`src/rcf_pkg.sv`:
```
// Package for the receive channel filter and frame length checker.
// Assumes a 32-bit register port with byte offsets; single clock domain.
package rcf_pkg;

  // ------------------------------------------------------------
  // Register map (byte offsets)
  // ------------------------------------------------------------
  localparam logic [7:0] RCF_OFS_MBP_ENABLE = 8'h00;
  localparam logic [7:0] RCF_OFS_UNI_SET = 8'h04;
  localparam logic [7:0] RCF_OFS_UNI_CLEAR = 8'h08;
  localparam logic [7:0] RCF_OFS_MAX_LEN = 8'h0C;
  localparam logic [7:0] RCF_OFS_INT_STATUS = 8'h10;
  localparam logic [7:0] RCF_OFS_INT_MASK = 8'h14;

  // ------------------------------------------------------------
  // Field positions and reset values
  // ------------------------------------------------------------
  localparam int RCF_MULT_CH_LSB = 0;
  localparam int RCF_MULT_EN_BIT = 5;
  localparam int RCF_NUM_CHAN = 8;
  localparam logic [15:0] RCF_MAX_LEN_RST = 16'h05EE;
  localparam logic [7:0] RCF_UNI_EN_RST = 8'h00;
  localparam logic [2:0] RCF_MULT_CH_RST = 3'h0;

  // Interrupt status bit positions
  localparam int RCF_EV_LONG = 0;
  localparam int RCF_EV_OVERSIZE = 1;
  localparam int RCF_EV_JABBER = 2;
  localparam int RCF_EV_DROP = 3;
  localparam int RCF_EV_W = 4;

  // Frame classes
  typedef enum logic [1:0] {
    RCF_CLS_OK = 2'h0,
    RCF_CLS_OVERSIZE = 2'h1,
    RCF_CLS_JABBER = 2'h2
  } rcf_class_t;

endpackage

```
`src/rcf_chan_route.sv`:
```
// Channel router: turns frame type and enables into a channel mask.
// Assumes frame type flags are valid with the route strobe.
`timescale 1ns/1ps
`default_nettype none
module rcf_chan_route #(
  parameter int NUM_CHAN = 8
) (
  input wire logic CLK_SYS_I,
  input wire logic RSTN_I,
  input wire logic route_i,
  input wire logic is_unicast_i,
  input wire logic [2:0] uni_chan_i,
  input wire logic is_mcast_match_i,
  input wire logic [NUM_CHAN-1:0] uni_en_i,
  input wire logic [2:0] mult_ch_i,
  input wire logic mult_en_i,
  output logic [NUM_CHAN-1:0] deliver_o,
  output logic drop_o
);
  import rcf_pkg::*;

  // A 3-bit channel number reaches exactly eight channels
  if (NUM_CHAN != 8) begin : g_bad_chan
    $error("NUM_CHAN must be 8 for a 3-bit channel select");
  end

  typedef struct packed {
    logic [NUM_CHAN-1:0] deliver;
    logic drop;
  } rcf_rt_state_t;

  rcf_rt_state_t st_reg;
  rcf_rt_state_t st_next;

  // Decode a channel number to a one-hot mask
  function automatic logic [NUM_CHAN-1:0] chan_onehot(input logic [2:0] ch);
    chan_onehot = '0;
    chan_onehot[ch] = 1'b1;
  endfunction

  // ------------------------------------------------------------
  // Routing decision
  // ------------------------------------------------------------
  always_comb begin
    st_next.deliver = '0;
    st_next.drop = 1'b0;
    if (route_i) begin
      if (is_unicast_i) begin
        // Unicast passes only to an enabled channel
        st_next.deliver = chan_onehot(uni_chan_i) & uni_en_i;
      end else if (is_mcast_match_i && mult_en_i) begin
        st_next.deliver = chan_onehot(mult_ch_i);
      end
      st_next.drop = (st_next.deliver == '0);
    end
  end

  // State register
  always_ff @(posedge CLK_SYS_I) begin
    if (!RSTN_I) begin
      st_reg <= '0;
    end else begin
      st_reg <= st_next;
    end
  end

  assign deliver_o = st_reg.deliver;
  assign drop_o = st_reg.drop;

  a_mcast_gate: assert property (
    @(posedge CLK_SYS_I) disable iff (!RSTN_I)
    route_i && !is_unicast_i && !mult_en_i |=> deliver_o == '0)
    else $error("multicast delivered while disabled");

  a_mcast_chan: assert property (
    @(posedge CLK_SYS_I) disable iff (!RSTN_I)
    route_i && !is_unicast_i && is_mcast_match_i && mult_en_i
      |=> deliver_o == (1 << $past(mult_ch_i)))
    else $error("multicast sent to wrong channel");

  a_uni_gate: assert property (
    @(posedge CLK_SYS_I) disable iff (!RSTN_I)
    route_i && is_unicast_i && !uni_en_i[uni_chan_i] |=> drop_o)
    else $error("unicast delivered to disabled channel");

endmodule
`default_nettype wire

```
`src/rcf_len_class.sv`:
```
// Frame length classifier: long, oversized or jabber.
// Assumes the end-of-frame strobe arrives with the final byte count.
`timescale 1ns/1ps
`default_nettype none
module rcf_len_class (
  input wire logic CLK_SYS_I,
  input wire logic RSTN_I,
  input wire logic eof_i,
  input wire logic [15:0] byte_count_i,
  input wire logic err_i,
  input wire logic [15:0] max_len_i,
  output logic valid_o,
  output logic long_o,
  output rcf_pkg::rcf_class_t class_o
);
  import rcf_pkg::*;

  typedef struct packed {
    logic valid;
    logic long_frm;
    rcf_class_t cls;
  } rcf_lc_state_t;

  rcf_lc_state_t st_reg;
  rcf_lc_state_t st_next;

  // ------------------------------------------------------------
  // Classification
  // ------------------------------------------------------------
  // Strictly greater than the limit counts as long
  always_comb begin
    st_next = st_reg;
    st_next.valid = eof_i;
    if (eof_i) begin
      st_next.long_frm = byte_count_i > max_len_i;
      if (byte_count_i <= max_len_i) begin
        st_next.cls = RCF_CLS_OK;
      end else if (err_i) begin
        st_next.cls = RCF_CLS_JABBER;
      end else begin
        st_next.cls = RCF_CLS_OVERSIZE;
      end
    end
  end

  // State register
  always_ff @(posedge CLK_SYS_I) begin
    if (!RSTN_I) begin
      st_reg <= '{valid: 1'b0, long_frm: 1'b0, cls: RCF_CLS_OK};
    end else begin
      st_reg <= st_next;
    end
  end

  assign valid_o = st_reg.valid;
  assign long_o = st_reg.long_frm;
  assign class_o = st_reg.cls;

  a_long_class: assert property (
    @(posedge CLK_SYS_I) disable iff (!RSTN_I)
    eof_i |=> (long_o == ($past(byte_count_i) > $past(max_len_i))))
    else $error("long flag does not match length compare");

  a_jabber_err: assert property (
    @(posedge CLK_SYS_I) disable iff (!RSTN_I)
    eof_i && err_i && (byte_count_i > max_len_i)
      |=> valid_o && class_o == RCF_CLS_JABBER)
    else $error("long errored frame not jabber");

  a_oversize_ok: assert property (
    @(posedge CLK_SYS_I) disable iff (!RSTN_I)
    eof_i && !err_i && (byte_count_i > max_len_i)
      |=> class_o == RCF_CLS_OVERSIZE)
    else $error("long clean frame not oversized");

endmodule
`default_nettype wire

```
`src/rcf_top.sv`:
```
// Receive channel filter and frame length checker, top level.
// Assumes a same-clock frame parser feeding the frame strobes and
// a one-cycle register port master; one clock, synchronous reset.
//
// Overview of operation
// Multicast channel field picks receive channel
// Multicast copied only while enable is set
// One unicast enable bit per channel
// Write one to set enables unicast
// Set register reads current unicast enables
// Write one to clear disables unicast
// Enables reset zero, upper bits read zero
// Max length 16 bits, resets to 1518
// Longer than maximum is long frame
// Long frame without error is oversized
// Long frame with error is jabber
// Unicast delivered only to enabled channel
// Clear register reads same enable state
`timescale 1ns/1ps
`default_nettype none
module rcf_top #(
  parameter int NUM_CHAN = 8
) (
  input wire logic CLK_SYS_I,
  input wire logic RSTN_I,
  input wire logic [7:0] ADDR_I,
  input wire logic [31:0] WDATA_I,
  input wire logic WR_I,
  input wire logic RD_I,
  output logic [31:0] RDATA_O,
  input wire logic FRM_ROUTE_I,
  input wire logic FRM_UNICAST_I,
  input wire logic [2:0] FRM_UNI_CHAN_I,
  input wire logic FRM_MCAST_MATCH_I,
  input wire logic FRM_EOF_I,
  input wire logic [15:0] FRM_BYTE_COUNT_I,
  input wire logic FRM_ERR_I,
  output logic [NUM_CHAN-1:0] DELIVER_O,
  output logic DROP_O,
  output logic CLASS_VALID_O,
  output logic LONG_O,
  output rcf_pkg::rcf_class_t CLASS_O,
  output logic IRQ_O
);
  import rcf_pkg::*;

  // Only eight enable bits exist, so other widths are refused
  if (NUM_CHAN != RCF_NUM_CHAN) begin : g_bad_chan
    $error("NUM_CHAN must equal eight unicast enable bits");
  end

  // ------------------------------------------------------------
  // State
  // ------------------------------------------------------------
  typedef struct packed {
    logic [2:0] mult_ch;
    logic mult_en;
    logic [7:0] uni_en;
    logic [15:0] max_len;
    logic [RCF_EV_W-1:0] int_stat;
    logic [RCF_EV_W-1:0] int_mask;
    logic [31:0] rdata;
  } rcf_state_t;

  rcf_state_t st_reg;
  rcf_state_t st_next;

  logic cls_valid;
  logic cls_long;
  rcf_class_t cls;
  logic [NUM_CHAN-1:0] deliver;
  logic drop;
  logic [RCF_EV_W-1:0] events;

  // Zero-extend a narrow field into a bus word
  function automatic logic [31:0] word8(input logic [7:0] v);
    word8 = {24'h000000, v};
  endfunction

  // Status read decode, shared by the clear logic and its checks
  function automatic logic stat_read(input logic rd, input logic [7:0] a);
    stat_read = rd && (a == RCF_OFS_INT_STATUS);
  endfunction

  // ------------------------------------------------------------
  // Sub-blocks
  // ------------------------------------------------------------
  rcf_chan_route #(
    .NUM_CHAN(NUM_CHAN)
  ) u_route (
    .CLK_SYS_I(CLK_SYS_I),
    .RSTN_I(RSTN_I),
    .route_i(FRM_ROUTE_I),
    .is_unicast_i(FRM_UNICAST_I),
    .uni_chan_i(FRM_UNI_CHAN_I),
    .is_mcast_match_i(FRM_MCAST_MATCH_I),
    .uni_en_i(st_reg.uni_en),
    .mult_ch_i(st_reg.mult_ch),
    .mult_en_i(st_reg.mult_en),
    .deliver_o(deliver),
    .drop_o(drop)
  );

  rcf_len_class u_len (
    .CLK_SYS_I(CLK_SYS_I),
    .RSTN_I(RSTN_I),
    .eof_i(FRM_EOF_I),
    .byte_count_i(FRM_BYTE_COUNT_I),
    .err_i(FRM_ERR_I),
    .max_len_i(st_reg.max_len),
    .valid_o(cls_valid),
    .long_o(cls_long),
    .class_o(cls)
  );

  // Events from the registered classifier and router outputs
  always_comb begin
    events = '0;
    events[RCF_EV_LONG] = cls_valid && cls_long;
    events[RCF_EV_OVERSIZE] = cls_valid && (cls == RCF_CLS_OVERSIZE);
    events[RCF_EV_JABBER] = cls_valid && (cls == RCF_CLS_JABBER);
    events[RCF_EV_DROP] = drop;
  end

  // ------------------------------------------------------------
  // Register writes, reads and interrupt status
  // ------------------------------------------------------------
  always_comb begin
    st_next = st_reg;
    st_next.rdata = 32'h0000_0000;
    if (WR_I) begin
      case (ADDR_I)
        RCF_OFS_MBP_ENABLE: begin
          st_next.mult_ch = WDATA_I[RCF_MULT_CH_LSB +: 3];
          st_next.mult_en = WDATA_I[RCF_MULT_EN_BIT];
        end
        RCF_OFS_UNI_SET: begin
          st_next.uni_en = st_reg.uni_en | WDATA_I[7:0];
        end
        RCF_OFS_UNI_CLEAR: begin
          st_next.uni_en = st_reg.uni_en & ~WDATA_I[7:0];
        end
        RCF_OFS_MAX_LEN: begin
          st_next.max_len = WDATA_I[15:0];
        end
        RCF_OFS_INT_MASK: begin
          st_next.int_mask = WDATA_I[RCF_EV_W-1:0];
        end
        default: begin
          st_next.int_mask = st_reg.int_mask;
        end
      endcase
    end
    if (RD_I) begin
      case (ADDR_I)
        RCF_OFS_MBP_ENABLE: begin
          st_next.rdata = word8({2'h0, st_reg.mult_en, 2'h0, st_reg.mult_ch});
        end
        // Both addresses show the live enables, upper bits zero
        RCF_OFS_UNI_SET: begin
          st_next.rdata = word8(st_reg.uni_en);
        end
        RCF_OFS_UNI_CLEAR: begin
          st_next.rdata = word8(st_reg.uni_en);
        end
        RCF_OFS_MAX_LEN: begin
          st_next.rdata = {16'h0000, st_reg.max_len};
        end
        RCF_OFS_INT_STATUS: begin
          st_next.rdata = {28'h0000000, st_reg.int_stat};
        end
        RCF_OFS_INT_MASK: begin
          st_next.rdata = {28'h0000000, st_reg.int_mask};
        end
        default: begin
          st_next.rdata = 32'h0000_0000;
        end
      endcase
    end
    // Read clears status; a new event in the same cycle still sticks
    if (stat_read(RD_I, ADDR_I)) begin
      st_next.int_stat = events;
    end else begin
      st_next.int_stat = st_reg.int_stat | events;
    end
  end

  // State register; enables and length take their reset values
  always_ff @(posedge CLK_SYS_I) begin
    if (!RSTN_I) begin
      st_reg.mult_ch <= RCF_MULT_CH_RST;
      st_reg.mult_en <= 1'b0;
      st_reg.uni_en <= RCF_UNI_EN_RST;
      st_reg.max_len <= RCF_MAX_LEN_RST;
      st_reg.int_stat <= '0;
      st_reg.int_mask <= '0;
      st_reg.rdata <= 32'h0000_0000;
    end else begin
      st_reg <= st_next;
    end
  end

  // ------------------------------------------------------------
  // Outputs
  // ------------------------------------------------------------
  assign RDATA_O = st_reg.rdata;
  assign DELIVER_O = deliver;
  assign DROP_O = drop;
  assign CLASS_VALID_O = cls_valid;
  assign LONG_O = cls_long;
  assign CLASS_O = cls;
  // Level output: held until software reads status
  assign IRQ_O = |(st_reg.int_stat & st_reg.int_mask);

  // ------------------------------------------------------------
  // Checks
  // ------------------------------------------------------------
  a_uni_set_bits: assert property (
    @(posedge CLK_SYS_I) disable iff (!RSTN_I)
    WR_I && ADDR_I == RCF_OFS_UNI_SET
      |=> st_reg.uni_en == ($past(st_reg.uni_en) | $past(WDATA_I[7:0])))
    else $error("unicast set write wrong");

  a_uni_clr_bits: assert property (
    @(posedge CLK_SYS_I) disable iff (!RSTN_I)
    WR_I && ADDR_I == RCF_OFS_UNI_CLEAR
      |=> st_reg.uni_en == ($past(st_reg.uni_en) & ~$past(WDATA_I[7:0])))
    else $error("unicast clear write wrong");

  a_uni_readback: assert property (
    @(posedge CLK_SYS_I) disable iff (!RSTN_I)
    RD_I && (ADDR_I == RCF_OFS_UNI_SET || ADDR_I == RCF_OFS_UNI_CLEAR)
      |=> RDATA_O == {24'h000000, $past(st_reg.uni_en)})
    else $error("unicast readback wrong");

  a_reset_vals: assert property (
    @(posedge CLK_SYS_I)
    !RSTN_I |=> st_reg.uni_en == 8'h00 && st_reg.max_len == 16'h05EE)
    else $error("reset values wrong");

  a_maxlen_rd: assert property (
    @(posedge CLK_SYS_I) disable iff (!RSTN_I)
    RD_I && ADDR_I == RCF_OFS_MAX_LEN |=> RDATA_O[31:16] == 16'h0000)
    else $error("max length upper bits not zero");

  // Other accesses must leave the unicast enables alone
  a_uni_en_hold: assert property (
    @(posedge CLK_SYS_I) disable iff (!RSTN_I)
    !(WR_I && (ADDR_I == RCF_OFS_UNI_SET || ADDR_I == RCF_OFS_UNI_CLEAR))
      |=> $stable(st_reg.uni_en))
    else $error("unicast enables changed without write");

  // Length register takes the low half word, upper half ignored
  a_maxlen_wr: assert property (
    @(posedge CLK_SYS_I) disable iff (!RSTN_I)
    WR_I && ADDR_I == RCF_OFS_MAX_LEN
      |=> st_reg.max_len == $past(WDATA_I[15:0]))
    else $error("max length write wrong");

  // Length readback shows the live limit
  a_maxlen_rdata: assert property (
    @(posedge CLK_SYS_I) disable iff (!RSTN_I)
    RD_I && ADDR_I == RCF_OFS_MAX_LEN
      |=> RDATA_O[15:0] == $past(st_reg.max_len))
    else $error("max length readback wrong");

  // Channel field and enable bit land in their own fields
  a_mcast_wr: assert property (
    @(posedge CLK_SYS_I) disable iff (!RSTN_I)
    WR_I && ADDR_I == RCF_OFS_MBP_ENABLE
      |=> st_reg.mult_ch == $past(WDATA_I[2:0])
        && st_reg.mult_en == $past(WDATA_I[RCF_MULT_EN_BIT]))
    else $error("multicast select write wrong");

  // ------------------------------------------------------------
  // Status, read data and interrupt checks
  // ------------------------------------------------------------
  // An event in the read-clear cycle must still be recorded
  a_stat_sticky: assert property (
    @(posedge CLK_SYS_I) disable iff (!RSTN_I)
    (|events) |=> (st_reg.int_stat & $past(events)) == $past(events))
    else $error("status event lost");

  // Reading status leaves only what arrived in that cycle
  a_stat_rd_clr: assert property (
    @(posedge CLK_SYS_I) disable iff (!RSTN_I)
    stat_read(RD_I, ADDR_I) |=> st_reg.int_stat == $past(events))
    else $error("status not cleared by read");

  // Without a status read, bits only accumulate
  a_stat_hold: assert property (
    @(posedge CLK_SYS_I) disable iff (!RSTN_I)
    !stat_read(RD_I, ADDR_I)
      |=> st_reg.int_stat == ($past(st_reg.int_stat) | $past(events)))
    else $error("status changed without read");

  // Read data stand for one cycle only, zero otherwise
  a_rdata_idle: assert property (
    @(posedge CLK_SYS_I) disable iff (!RSTN_I)
    !RD_I |=> RDATA_O == 32'h0000_0000)
    else $error("read data not zero without read");

  // Reset leaves no pending interrupt and no stale read data
  a_rst_outputs: assert property (
    @(posedge CLK_SYS_I)
    !RSTN_I |=> !IRQ_O && RDATA_O == 32'h0000_0000)
    else $error("interrupt or read data set after reset");

endmodule
`default_nettype wire

```
`config.mk`:
```
export PLATFORM = sky130hd
export DESIGN_NAME = rcf_top
export DESIGN_NICKNAME = d
export VERILOG_FILES = /design/src/rcf_pkg.sv /design/src/rcf_chan_route.sv /design/src/rcf_len_class.sv /design/src/rcf_top.sv
export SDC_FILE = /design/constraint.sdc
export NUM_CORES = 1
export LEC_CHECK = 0
export BUFFER_PORTS_ARGS = -buffer_cell sky130_fd_sc_hd__buf_2
export CAP_MARGIN = 20
export CORE_MARGIN = 10
export CORE_UTILIZATION = 49
export CTS_BUF_LIST = sky130_fd_sc_hd__clkbuf_4
export DETAILED_ROUTE_END_ITERATION = 8
export PLACE_DENSITY = 0.77
export SYNTH_ARGS = -nofsm -noshare
export SYNTH_HDL_FRONTEND = slang
export SYNTH_SLANG_ARGS = --single-unit
export TNS_END_PERCENT = 50
```
`constraint.sdc`:
```
create_clock -name CLK_SYS_I -period 5.14 [get_ports CLK_SYS_I]
set_input_delay 0.257 -clock CLK_SYS_I [delete_from_list [all_inputs] [get_ports CLK_SYS_I]]
set_output_delay 0.257 -clock CLK_SYS_I [all_outputs]
set_load 0.02 [all_outputs]
```
## Word-level counts from Yosys, hierarchy flattened

Cells that the tools add are included.
Widths: inputs -> output; s select.

| operators by class | value |
|---|---|
| $mul | 0 |
| muxes and demuxes | 12 |
| reduce and logical (&&, ||, !) cells | 18 |
| add/subtract/negate cells | 0 |
| shift operators | 0 |
| order comparisons | 6 |
| divide/modulo/power cells | 0 |
| equal/unequal tests | 7 |
| bitwise operators | 6 |

Operators by type and width:

| cell | count |
|---|---|
| $pmux 16 s5 | 1 |
| $mux 8 | 3 |
| $and 8x8->8 | 2 |
| $eq 8x4->1 const B | 2 |
| $eq 8x5->1 const B | 2 |
| $gt 16x16->1 | 1 |
| $le 16x16->1 | 1 |
| $logic_not 8->1 | 2 |
| $pmux 8 s2 | 1 |
| $reduce_and 2->1 | 6 |
| $eq 8x3->1 const B | 1 |
| $lt 3x4->1 const B | 2 |
| $not 8->8 | 1 |
| $or 8x8->8 | 1 |
| $logic_and 1x1->1 | 7 |
| $demux 1 s3 | 2 |
| $ge 3x1->1 const B | 2 |
| $and 4x4->4 | 1 |
| $mux 2 | 2 |
| $mux 4 | 1 |
| $or 4x4->4 | 1 |
| $reduce_or 4->1 | 1 |
| $eq 2x1->1 const B | 1 |
| $eq 2x2->1 const B | 1 |
| 3 further kinds | 4 |

| word-level totals | value |
|---|---|
| logic and storage cells | 61 |
| register bits | 81 |
| input bits | 68 |
| bits in latches | 0 |
| bits in writable memories | 0 |
| output and inout port bits | 46 |
| memories | 0 |
| memory bits (read-only) | 0 |

## Longest topological paths before layout

Gate-level depths: netlist of the first run.

| depth | value |
|---|---|
| word-level depth | 8 |
| gate-level depth with buffers | 8 |
| mapped depth without buffers | 7 |

## By module

From an unflattened synthesis of the first run, not the netlist that was laid out.

| unflattened totals | value |
|---|---|
| cells, all modules | 382 |
| area, all modules | 3,299.4 um^2 |

Modules (own cells, without submodules):

| module | sequential area each (um^2) | area each (um^2) | times used | cells an instance |
|---|---|---|---|---|
| rcf_top | 1,041.0 | 2,284.7 | 1 | 262 |
| rcf_len_class | 80.1 | 555.5 | 1 | 69 |
| rcf_chan_route | 180.2 | 459.2 | 1 | 51 |

## Least setup slack after synthesis of the first run

OpenSTA, ideal clock, no wires.

| timing path | value |
|---|---|
| path kind | reg-to-reg |
| start point | register st_reg[41] (netlist bit) |
| end point | register u_len.st_reg, in the netlist u_len.long_o |
| library setup time | 0.147 ns |
| arrival time | 1.702 ns |
| clock period less this slack | 1.849 ns |
| cell stages (with the launch flop) | 8 |
| path slack | 3.291 ns |
| buffers on the path | 0 |
| required time | 4.993 ns |
| cells stage by stage | dfxtp_1 -> inv_1 -> ha_1 -> nor2b_1 -> o211ai_1 -> a2111oi_0 -> a2111oi_0 -> o21ai_0 |

| between the ends | value |
|---|---|
| longest elaborated chain between the ends | 1 |

Ends and longest elaborated chain:

| element | RTL line | RTL |
|---|---|---|
| start, declared | rcf_top.sv:65 | `rcf_state_t st_reg;` |
| start signal, assigned | rcf_top.sv:199 | `st_reg <= st_next;` |
| $gt 16x16->1 | rcf_len_class.sv:35 | `st_next.long_frm = byte_count_i > max_len_i;` |
| end signal, assigned | rcf_len_class.sv:49 | `st_reg <= '{valid: 1'b0, long_frm: 1'b0, cls: RCF_CLS_OK};` |
| end signal, assigned | rcf_len_class.sv:51 | `st_reg <= st_next;` |
| end, declared | rcf_len_class.sv:24 | `rcf_lc_state_t st_reg;` |

No other way between the ends.
A chain may end at the register's enable or synchronous reset.

## Final worst setup path of the first run

Ends and elaborated chain as after synthesis.

==> impl_metrics.yaml, run 1 <==
timing:
  tightest_slew_ns: 0.920
  rsz0062_at_grt: "false"
  period_minus_slack_ns: 2.31
  fin_crit_sh_pct: 45.0
  fmax_mhz: 433
  slew_viol_final: 0
  slew_headroom_pct: 37.1
  setup_violations: 0
  hold_viol: 0
  clock_skew_ns: 0.00853
  fin_setup_tns_ns: 0
  finalHoldWorstSlack_ns: 0.0372
route:
  met3_length_um: 636
  first_pass_iters: 4
  routed.top_layer: "met4"
  drt_iter0_drc: 246
  detail-route-antenna-nets: 0
  drc: 0
  finalWirelength_um: 8490
  viasPerCell: 5.44
  num_vias: 2862
  wl_met1_um: 3680
  met2_length_um: 3970
  wl_per_cell_um: 16.1
layout:
  diodes: 0
  post-route-cell-area_um2: 3750
  multi_input_area_um2: 1730
  syn2layout_area_growth_pct: 10.3
  regArea_um2: 1300
  finalNonFillerCells: 526
  layout-drive-gt1-share_pct: 24.7
  final_nets: 525
  fillers: 646
setup_path:
  cp-start-kind: "register"
  path_cells: "inv_1, ha_1, nor2b_1, o211ai_1, a2111oi_0, a2111oi_0, o21ai_0"
  max_stage_delay_ns: 0.83
  crit_slowest_cell: "a2111oi_0"
  crit_family: "compound AO/OA/AOI/OAI gates"
  worst_path_most_repeated_cell: "a2111oi_0"
  worst-path-max-fanout: 3
  cp-end-kind: "register"
  critPathRequiredTime_ns: 5.41
  reg2reg_slack_ns: 2.83
  setup.worst_path.class: "reg -> reg"
  path_buf_inv: 1
  crit_arrival_ns: 2.58
synthesis:
  ys_types: 45
  synth-seq-cells: 65
  syn_inst: 384
  syn_area_um2: 3400
  ys_warn_count: 0
  synth_top_cells_by_count: "dfxtp_1 (65), nand2_1 (43), buf_4 (33)"
  postSynth.topFlopCell: "dfxtp_1"
  synth.avg_cell_area_um2: 8.85
  synth_top_area_cell: "dfxtp_1"
  ys_seq_area_share_pct: 38.3
  synth_top_area_share_pct: 38.3
  ys_async_sr_fraction_pct: 0
  synth.most_common_cell: "dfxtp_1"
  synth_area_leaders: "dfxtp_1 (38%), buf_4 (7.3%), ha_1 (5.9%)"
  synth_edf_count: 0
floorplanning:
  floorplan.initialDensity_pct: 50.3
  die_w_um: 103
  ios: 114
  die_h_um: 103
  core_area_um2: 6760
  die_area_um2: 10700
  row_count: 30
grt:
  first_global_vias: 2800
  grt_use_total_pct: 15.7
  grt_pass1_wl_um: 13100
  grt_max_degree: 53
  overflow: 0
  grt_antenna_before_repair: 0
clocking:
  tritoncts_num_sinks: 65
  worst_skew_pair.late_latency_ns: 0.41
  hold_buffers: 0
  cts_buffers: 9
  cts_buffer_depth: 2
  path_clk_slew_ns: 0.10
  cts_tree: "yes"
  root_buffer: "clkbuf_4"
  cts_setup_buffers: 0
  cts_resized: 0
  htreeDepth: 3
pwr:
  power.total_w: 0.000948
  peakVddDrop_uv: 104
  p_leak_nw: 1.68
  power_density_nw_per_um2: 253
place:
  gp_congestion: 0.829
  placed_area_um2: 3610
  dpl.hpwl_um: 6540
  io_buffers: 81
  placed_cells: 510
min_path:
  hp-class: "in -> reg"
run_status:
  status: "complete, no violations"
flow_run:
  maxCapViolations: 0
## metal layers
layer,vias to the layer above,GRT usage [%]
met3,15,4.85
met4,0,7.06
met1,1324,18.6
li1,1419,-
met2,104,25.6
met5,-,0
## layout make-up
class	count	area share, %
timing repair buffer	81	10.8
tap	80	2.67
clock buffer	12	2.40
clock inverter	4	1.17
inverter	21	2.10
multi-input combinational	263	46.1
sequential	65	34.7
## logic make-up after synthesis
group / count (synthesis) / synth area share (%)
compound gates: 75 / 15.4
xor+xnor: 1 / 0.258
flops: 65 / 38.3
simple gates: 146 / 24.6
fa+ha+maj: 16 / 5.89
other cells: 1 / 0.110
buf+inv: 71 / 12.5
mux: 9 / 3.02
## report_power, final
group          switching [W]  internal [W]   total, W
clock network       0.000180      0.000162   0.000342
logic              0.0000619     0.0000331  0.0000951
registers         0.00000338      0.000507   0.000511
## layout by cell type (no fill, tap or decap), types with 2 or more instances in the layout
cell type / netlist / routed
a2111oi_0: 2 / 2
a21o_1: 9 / 9
a21oi_1: 11 / 11
a22oi_1: 18 / 18
a31oi_1: 3 / 3
a32oi_1: 4 / 4
and2_1: 6 / 6
buf_2: 3 / 81
clkbuf_4: 0 / 12
clkinv_2: 0 / 2
conb_1: 1 / 16
dfxtp_1: 65 / 65
ha_1: 16 / 16
inv_1: 21 / 21
mux2i_1: 8 / 8
nand2_1: 43 / 43
nand2b_1: 2 / 2
nand3_1: 22 / 22
nand3b_1: 4 / 4
nand4_1: 7 / 7
nor2_1: 18 / 18
nor2b_1: 24 / 24
nor3_1: 3 / 3
nor3_2: 5 / 5
nor4_4: 3 / 3
o211ai_1: 9 / 9
o21ai_0: 8 / 8
o22ai_1: 3 / 3
o31ai_1: 4 / 4
## worst paths after layout
path | start | endpoint | depth (start not counted)
setup / recovery | st_reg[41] | u_len.long_o | 7
hold / removal | FRM_ERR_I | u_len.class_o[0] | 2
setup reg to reg | st_reg[41] | u_len.long_o | 7
hold reg to reg | st_reg[52] | st_reg[52] | 2
## per-stage QoR
| step | setup slack (ns) | utilization, % |
|---|---|---|
| 3_5_place_dp | 2.88 | 53.5 |
| 4_1_cts | 2.87 | 55.5 |
| 2_1_floorplan | 3.29 | - |
| 6_report | 2.83 | 55.5 |
| 3_3_place_gp | 2.94 | 53.5 |
| 5_1_grt | 2.74 | 55.5 |
(Power assumes the default switching activity.)
==> run 2, diff against run 1 <==
ABC_AREA = 1   (was default)
CORE_UTILIZATION = 47   (was 49)
clock period = 2.05 ns   (was 5.14 ns; I/O delays follow)
==> impl_metrics.yaml, run 2 <==
min_path:
  hold_depth: 3
  hp-class: "in -> reg"
timing:
  slew_headroom_pct: 62.7
  rsz0062_at_grt: "false"
  fin_crit_sh_pct: 74.9
  setup_violations: 0
  period_minus_slack_ns: 1.53
  tightest_slew_ns: 0.558
  slew_viol_final: 0
  fmax_mhz: 652
  clock_skew_ns: 0.0141
  finalHoldWorstSlack_ns: 0.0854
  hold_viol: 0
  fin_setup_tns_ns: 0
grt:
  top_usage_layer: "met2"
  grt_pass1_wl_um: 14300
  met3_usage_pct: 5.39
  grtUsageMet2_pct: 26.5
  overflow: 0
  grt_max_degree: 28
  grt_antenna_before_repair: 0
  grt_use_total_pct: 15.9
  first_global_vias: 3117
  use_met1_pct: 17.8
clocking:
  worst_skew_pair.late_latency_ns: 0.41
  hold_buffers: 20
  cts_resized: 0
  cts_buffer_depth: 2
  root_buffer: "clkbuf_4"
  cts_setup_buffers: 0
  htreeDepth: 3
  cts_tree: "yes"
  tritoncts_num_sinks: 65
  cts_buffers: 9
  path_clk_slew_ns: 0.10
layout:
  syn2layout_area_growth_pct: 17.9
  layout-drive-gt1-share_pct: 21.3
  final_nets: 617
  mostFrequentLayoutCells: "buf_2 (81), inv_1 (66), dfxtp_1 (65), nand2_1 (65), a21oi_1 (42)"
  diodes: 0
  final_common_cell: "buf_2"
route:
  drc: 0
  finalWirelength_um: 8630
  wl_per_cell_um: 13.7
  drt_iter0_drc: 172
  viasPerCell: 4.85
  first_pass_iters: 4
  num_vias: 3065
  detail-route-antenna-nets: 0
synthesis:
  synth_top_cells_by_count: "inv_1 (66), dfxtp_1 (65), nand2_1 (65)"
  synth_top_area_cell: "dfxtp_1"
  synth-seq-cells: 65
  ys_warn_count: 0
  synth_top_area_share_pct: 38.9
  synth_edf_count: 0
  syn_area_um2: 3340
  synth.most_common_cell: "inv_1"
  synth.avg_cell_area_um2: 7.48
  synth_area_leaders: "dfxtp_1 (39%), buf_4 (7.6%), inv_1 (7.4%)"
  ys_types: 36
  ys_async_sr_fraction_pct: 0
  syn_inst: 447
  postSynth.topFlopCell: "dfxtp_1"
  ys_seq_area_share_pct: 38.9
setup_path:
  setup.worst_path.class: "reg -> reg"
  cp-start-kind: "register"
  worst-path-max-fanout: 3
  critPathRequiredTime_ns: 2.35
  crit_arrival_ns: 1.84
  cp-end-kind: "register"
  rr_worst_depth: 9
floorplanning:
  die_w_um: 104
  die_h_um: 104
  ios: 114
  row_count: 30
  core_area_um2: 6870
  floorplan.initialDensity_pct: 48.7
  die_area_um2: 10900
flow_run:
  maxCapViolations: 0
place:
  io_buffers: 81
  dpl.hpwl_um: 6660
  gp_congestion: 0.881
pwr:
  p_leak_nw: 1.87
  power_density_nw_per_um2: 565
  peakVddDrop_uv: 278
run_status:
  status: "complete, no violations"
-- run 2: final timing paths --
check | end | slack, ns | from
setup reg to reg | u_len.class_o[0] | 0.52 | st_reg[47]
hold reg to reg | st_reg[32] | 0.48 | st_reg[32]
hold / removal | u_route.deliver_o[7] | 0.09 | FRM_UNICAST_I
setup / recovery | u_len.class_o[0] | 0.52 | st_reg[47]
-- run 2: through the flow --
| stage | total power, W | setup slack (ns) | area [µm²] | instances | util (%) |
|---|---|---|---|---|---|
| global placement | 0.00153 | 0.561 | 3640 | 598 | 53.0 |
| finish | 0.00223 | 0.515 | 3940 | 632 | 57.4 |
| floorplan | 0.00147 | 0.762 | 3400 | 462 | - |
| global route | 0.00233 | 0.321 | 3940 | 632 | 57.4 |
| detailed placement | 0.00154 | 0.534 | 3640 | 598 | 53.0 |
| CTS | 0.00224 | 0.521 | 3940 | 632 | 57.4 |
-- run 2: metal layers --
layer  part of all wire [%]  vias up
li1                       -     1593
met2                     48       97
met4                    1.9        0
met5                      0        -
met3                    8.1       13
met1                     42     1362
-- run 2: cell type report --
class                      instances  area [µm²]
fill                             659        2930
clock buffer                      10        75.1
tap                               96         120
sequential                        65        1300
inverter                          73         275
timing repair buffer             104         628
clock inverter                     4        22.5
multi-input combinational        280        1520
-- run 2: cell families (layout without fill, tap and decap cells) --
logic type                 after synthesis  count (layout)  share of synthesized area [%]
and+or+nand+nor                        155             155                           21.6
AOI/OAI and AO/OA                       93              93                           16.1
DFF                                     65              65                           38.9
buffers and inverters                  117             191                           17.4
adders and majority gates               16              16                           5.99
other                                    1              16                          0.112
-- run 2: worst max-delay path: stages, from the launching register on --
cell and delay [ns]:
dfxtp_1 0.37, inv_1 0.05, ha_1 0.29, nand2_1 0.07, nor2_1 0.16, nand4_1 0.09, nor2_1 0.15, nor2_1 0.09
nand3_1 0.09, a21oi_1 0.06
-- run 2: power breakdown --
part | switching (W) | leakage, nW | internal (W)
Sequential | 0.00000750 | 0.525 | 0.00127
Clock | 0.000445 | 0.0494 | 0.000242
Combinational | 0.000160 | 1.29 | 0.000101
Total | 0.000613 | 1.87 | 0.00161
==> run 3, diff against run 2 <==
ABC_AREA = 0   (was 1)
clock period = 1.3 ns   (was 2.05 ns; I/O delays follow)
==> impl_metrics.yaml, run 3 (synthesis results as in run 1) <==
setup_path:
  crit_family: "simple AND/OR/NAND/NOR gates"
  critPathRequiredTime_ns: 1.59
  path_buf_inv: 1
  reg2reg_slack_ns: -0.49
  setup.worst_path.class: "reg -> reg"
  r2r-start: "st_reg[46]"
  cp-start-kind: "register"
  worst-path-max-fanout: 3
  path_cells: "inv_1, ha_4, nand4_1, or4_4, nand2_4, o31ai_1"
  crit_slowest_cell: "or4_4"
  max_stage_delay_ns: 0.57
  cp-end-kind: "register"
  rr_worst_depth: 6
  crit_arrival_ns: 2.09
  timing.rr.end: "u_len.class_o[1]"
grt:
  overflow: 0
  grt_use_total_pct: 17.6
  first_global_vias: 3304
  grt_antenna_before_repair: 1
  grt_max_degree: 24
  grt_pass1_wl_um: 16100
clocking:
  root_buffer: "clkbuf_4"
  cts_tree: "yes"
  cts_buffers: 9
  worst_skew_pair.late_latency_ns: 0.41
  tritoncts_num_sinks: 65
  path_clk_slew_ns: 0.10
  htreeDepth: 3
  cts_buffer_depth: 2
layout:
  mostFrequentLayoutCells: "buf_2 (80), dfxtp_1 (52), buf_4 (48), nand2_1 (42), nor2b_1 (24)"
  final_common_cell: "buf_2"
  regArea_um2: 1320
  fillers: 556
  syn2layout_area_growth_pct: 35.6
  layout-drive-gt1-share_pct: 39.5
  multi_input_area_um2: 1950
  utilization_pct: 66.7
  final_nets: 596
timing:
  rsz0062_at_grt: "true"
  fin_ws_ns: -0.494
  setup_violations: 4
  finalHoldWorstSlack_ns: 0.00928
  fmax_mhz: 557
  period_minus_slack_ns: 1.79
  clock_skew_ns: 0.0122
  slew_viol_final: 0
  fin_crit_sh_pct: 138
  hold_viol: 0
pwr:
  p_int_w: 0.00284
  p_leak_nw: 2.04
  power_density_nw_per_um2: 840
  power.total_w: 0.00387
  p_seq_share_pct: 52.3
  peakVddDrop_uv: 422
  combinationalPowerShare_pct: 13.7
  swShare_pct: 26.5
  clkPwrFrac_pct: 34.1
  power_switching_w: 0.00102
route:
  drc: 0
  finalWirelength_um: 10700
  first_pass_iters: 5
  drt_iter0_drc: 279
  num_vias: 3283
  detail-route-antenna-nets: 0
  viasPerCell: 5.36
  wl_per_cell_um: 17.5
min_path:
  hold_end: "st_reg[37]"
  hp-start: "RSTN_I"
  hp-class: "in -> reg"
  hold_depth: 2
floorplanning:
  die_h_um: 105
  floorplan.initialDensity_pct: 49.2
  row_count: 30
  ios: 114
  die_w_um: 105
  die_area_um2: 11000
  core_area_um2: 6910
run_status:
  status: "complete, but fails checks"
  violations: "negative setup slack"
place:
  gp_congestion: 0.867
  io_buffers: 81
  dpl.hpwl_um: 7390
flow_run:
  maxCapViolations: 0
[run 3: repair_timing]
item | CTS | global route
hold endpoints to repair | 29 | 0
setup buffers | 1 | 4
gates resized for setup | 4 | 39
cloned | 0 | 0
pin swaps | 1 | 13
setup endpoints to repair | 6 | 21
hold buffers | 21 | 0
[run 3: layout make-up]
type | count | area share, %
multi-input cells | 263 | 42.3
flip-flops and latches | 65 | 28.6
repair buffers | 152 | 22.0
well taps | 96 | 2.61
clock buffers | 11 | 1.79
inverters | 21 | 1.71
clock inverters | 4 | 0.978
diodes | 1 | 0.0543
[run 3: worst register-to-register path, cell delays in order (launching register included)]
cell and delay [ns]:
dfxtp_2 0.35, inv_1 0.08, ha_4 0.28, nand4_1 0.22
or4_4 0.57, nand2_4 0.11, o31ai_1 0.08
[run 3: power groups by stage]
stage	clock, W	sequential [W]	combinational [W]
after global placement	0	0.00207	0.000407
after CTS	0.00132	0.00202	0.000471
after detailed placement	0	0.00207	0.000418
after floorplan	0	0.00207	0.000252
after global routing	0.00143	0.00203	0.000569
final	0.00132	0.00202	0.000529
[run 3: how the worst max path moves through the flow]
stage | startpoint | endpoint | cells past startpoint
after CTS | st_reg[41] | u_len.class_o[1] | 7
after global placement | st_reg[47] | u_len.class_o[0] | 6
final | st_reg[46] | u_len.class_o[1] | 6
after detailed placement | st_reg[55] | u_len.class_o[1] | 6
after global routing | st_reg[51] | u_len.class_o[1] | 7
after floorplan | st_reg[41] | u_len.class_o[1] | 7
[run 3: per-layer routing]
| metal | part of all wire (%) | global-route usage [%] | vias up | wire length [µm] |
|---|---|---|---|---|
| li1 | - | - | 1565 | - |
| met1 | 42 | 21.5 | 1564 | 4480 |
| met2 | 50 | 29.1 | 134 | 5390 |
| met3 | 5.6 | 3.62 | 20 | 599 |
| met4 | 2.3 | 7.94 | 0 | 250 |
| met5 | 0 | 0 | - | 0 |
[run 3: through the flow]
| stage | instance area (µm²) | setup slack [ns] | TNS, ns | cells |
|---|---|---|---|---|
| 6_report | 4610 | -0.494 | -1.53 | 613 |
| 5_1_grt | 4610 | -0.556 | -1.84 | 613 |
| 3_3_place_gp | 4040 | -0.405 | -15.09 | 571 |
| 4_1_cts | 4400 | -0.449 | -1.40 | 608 |
| 2_1_floorplan | 3510 | -0.304 | -6.83 | 399 |
| 3_5_place_dp | 4040 | -0.477 | -17.40 | 571 |
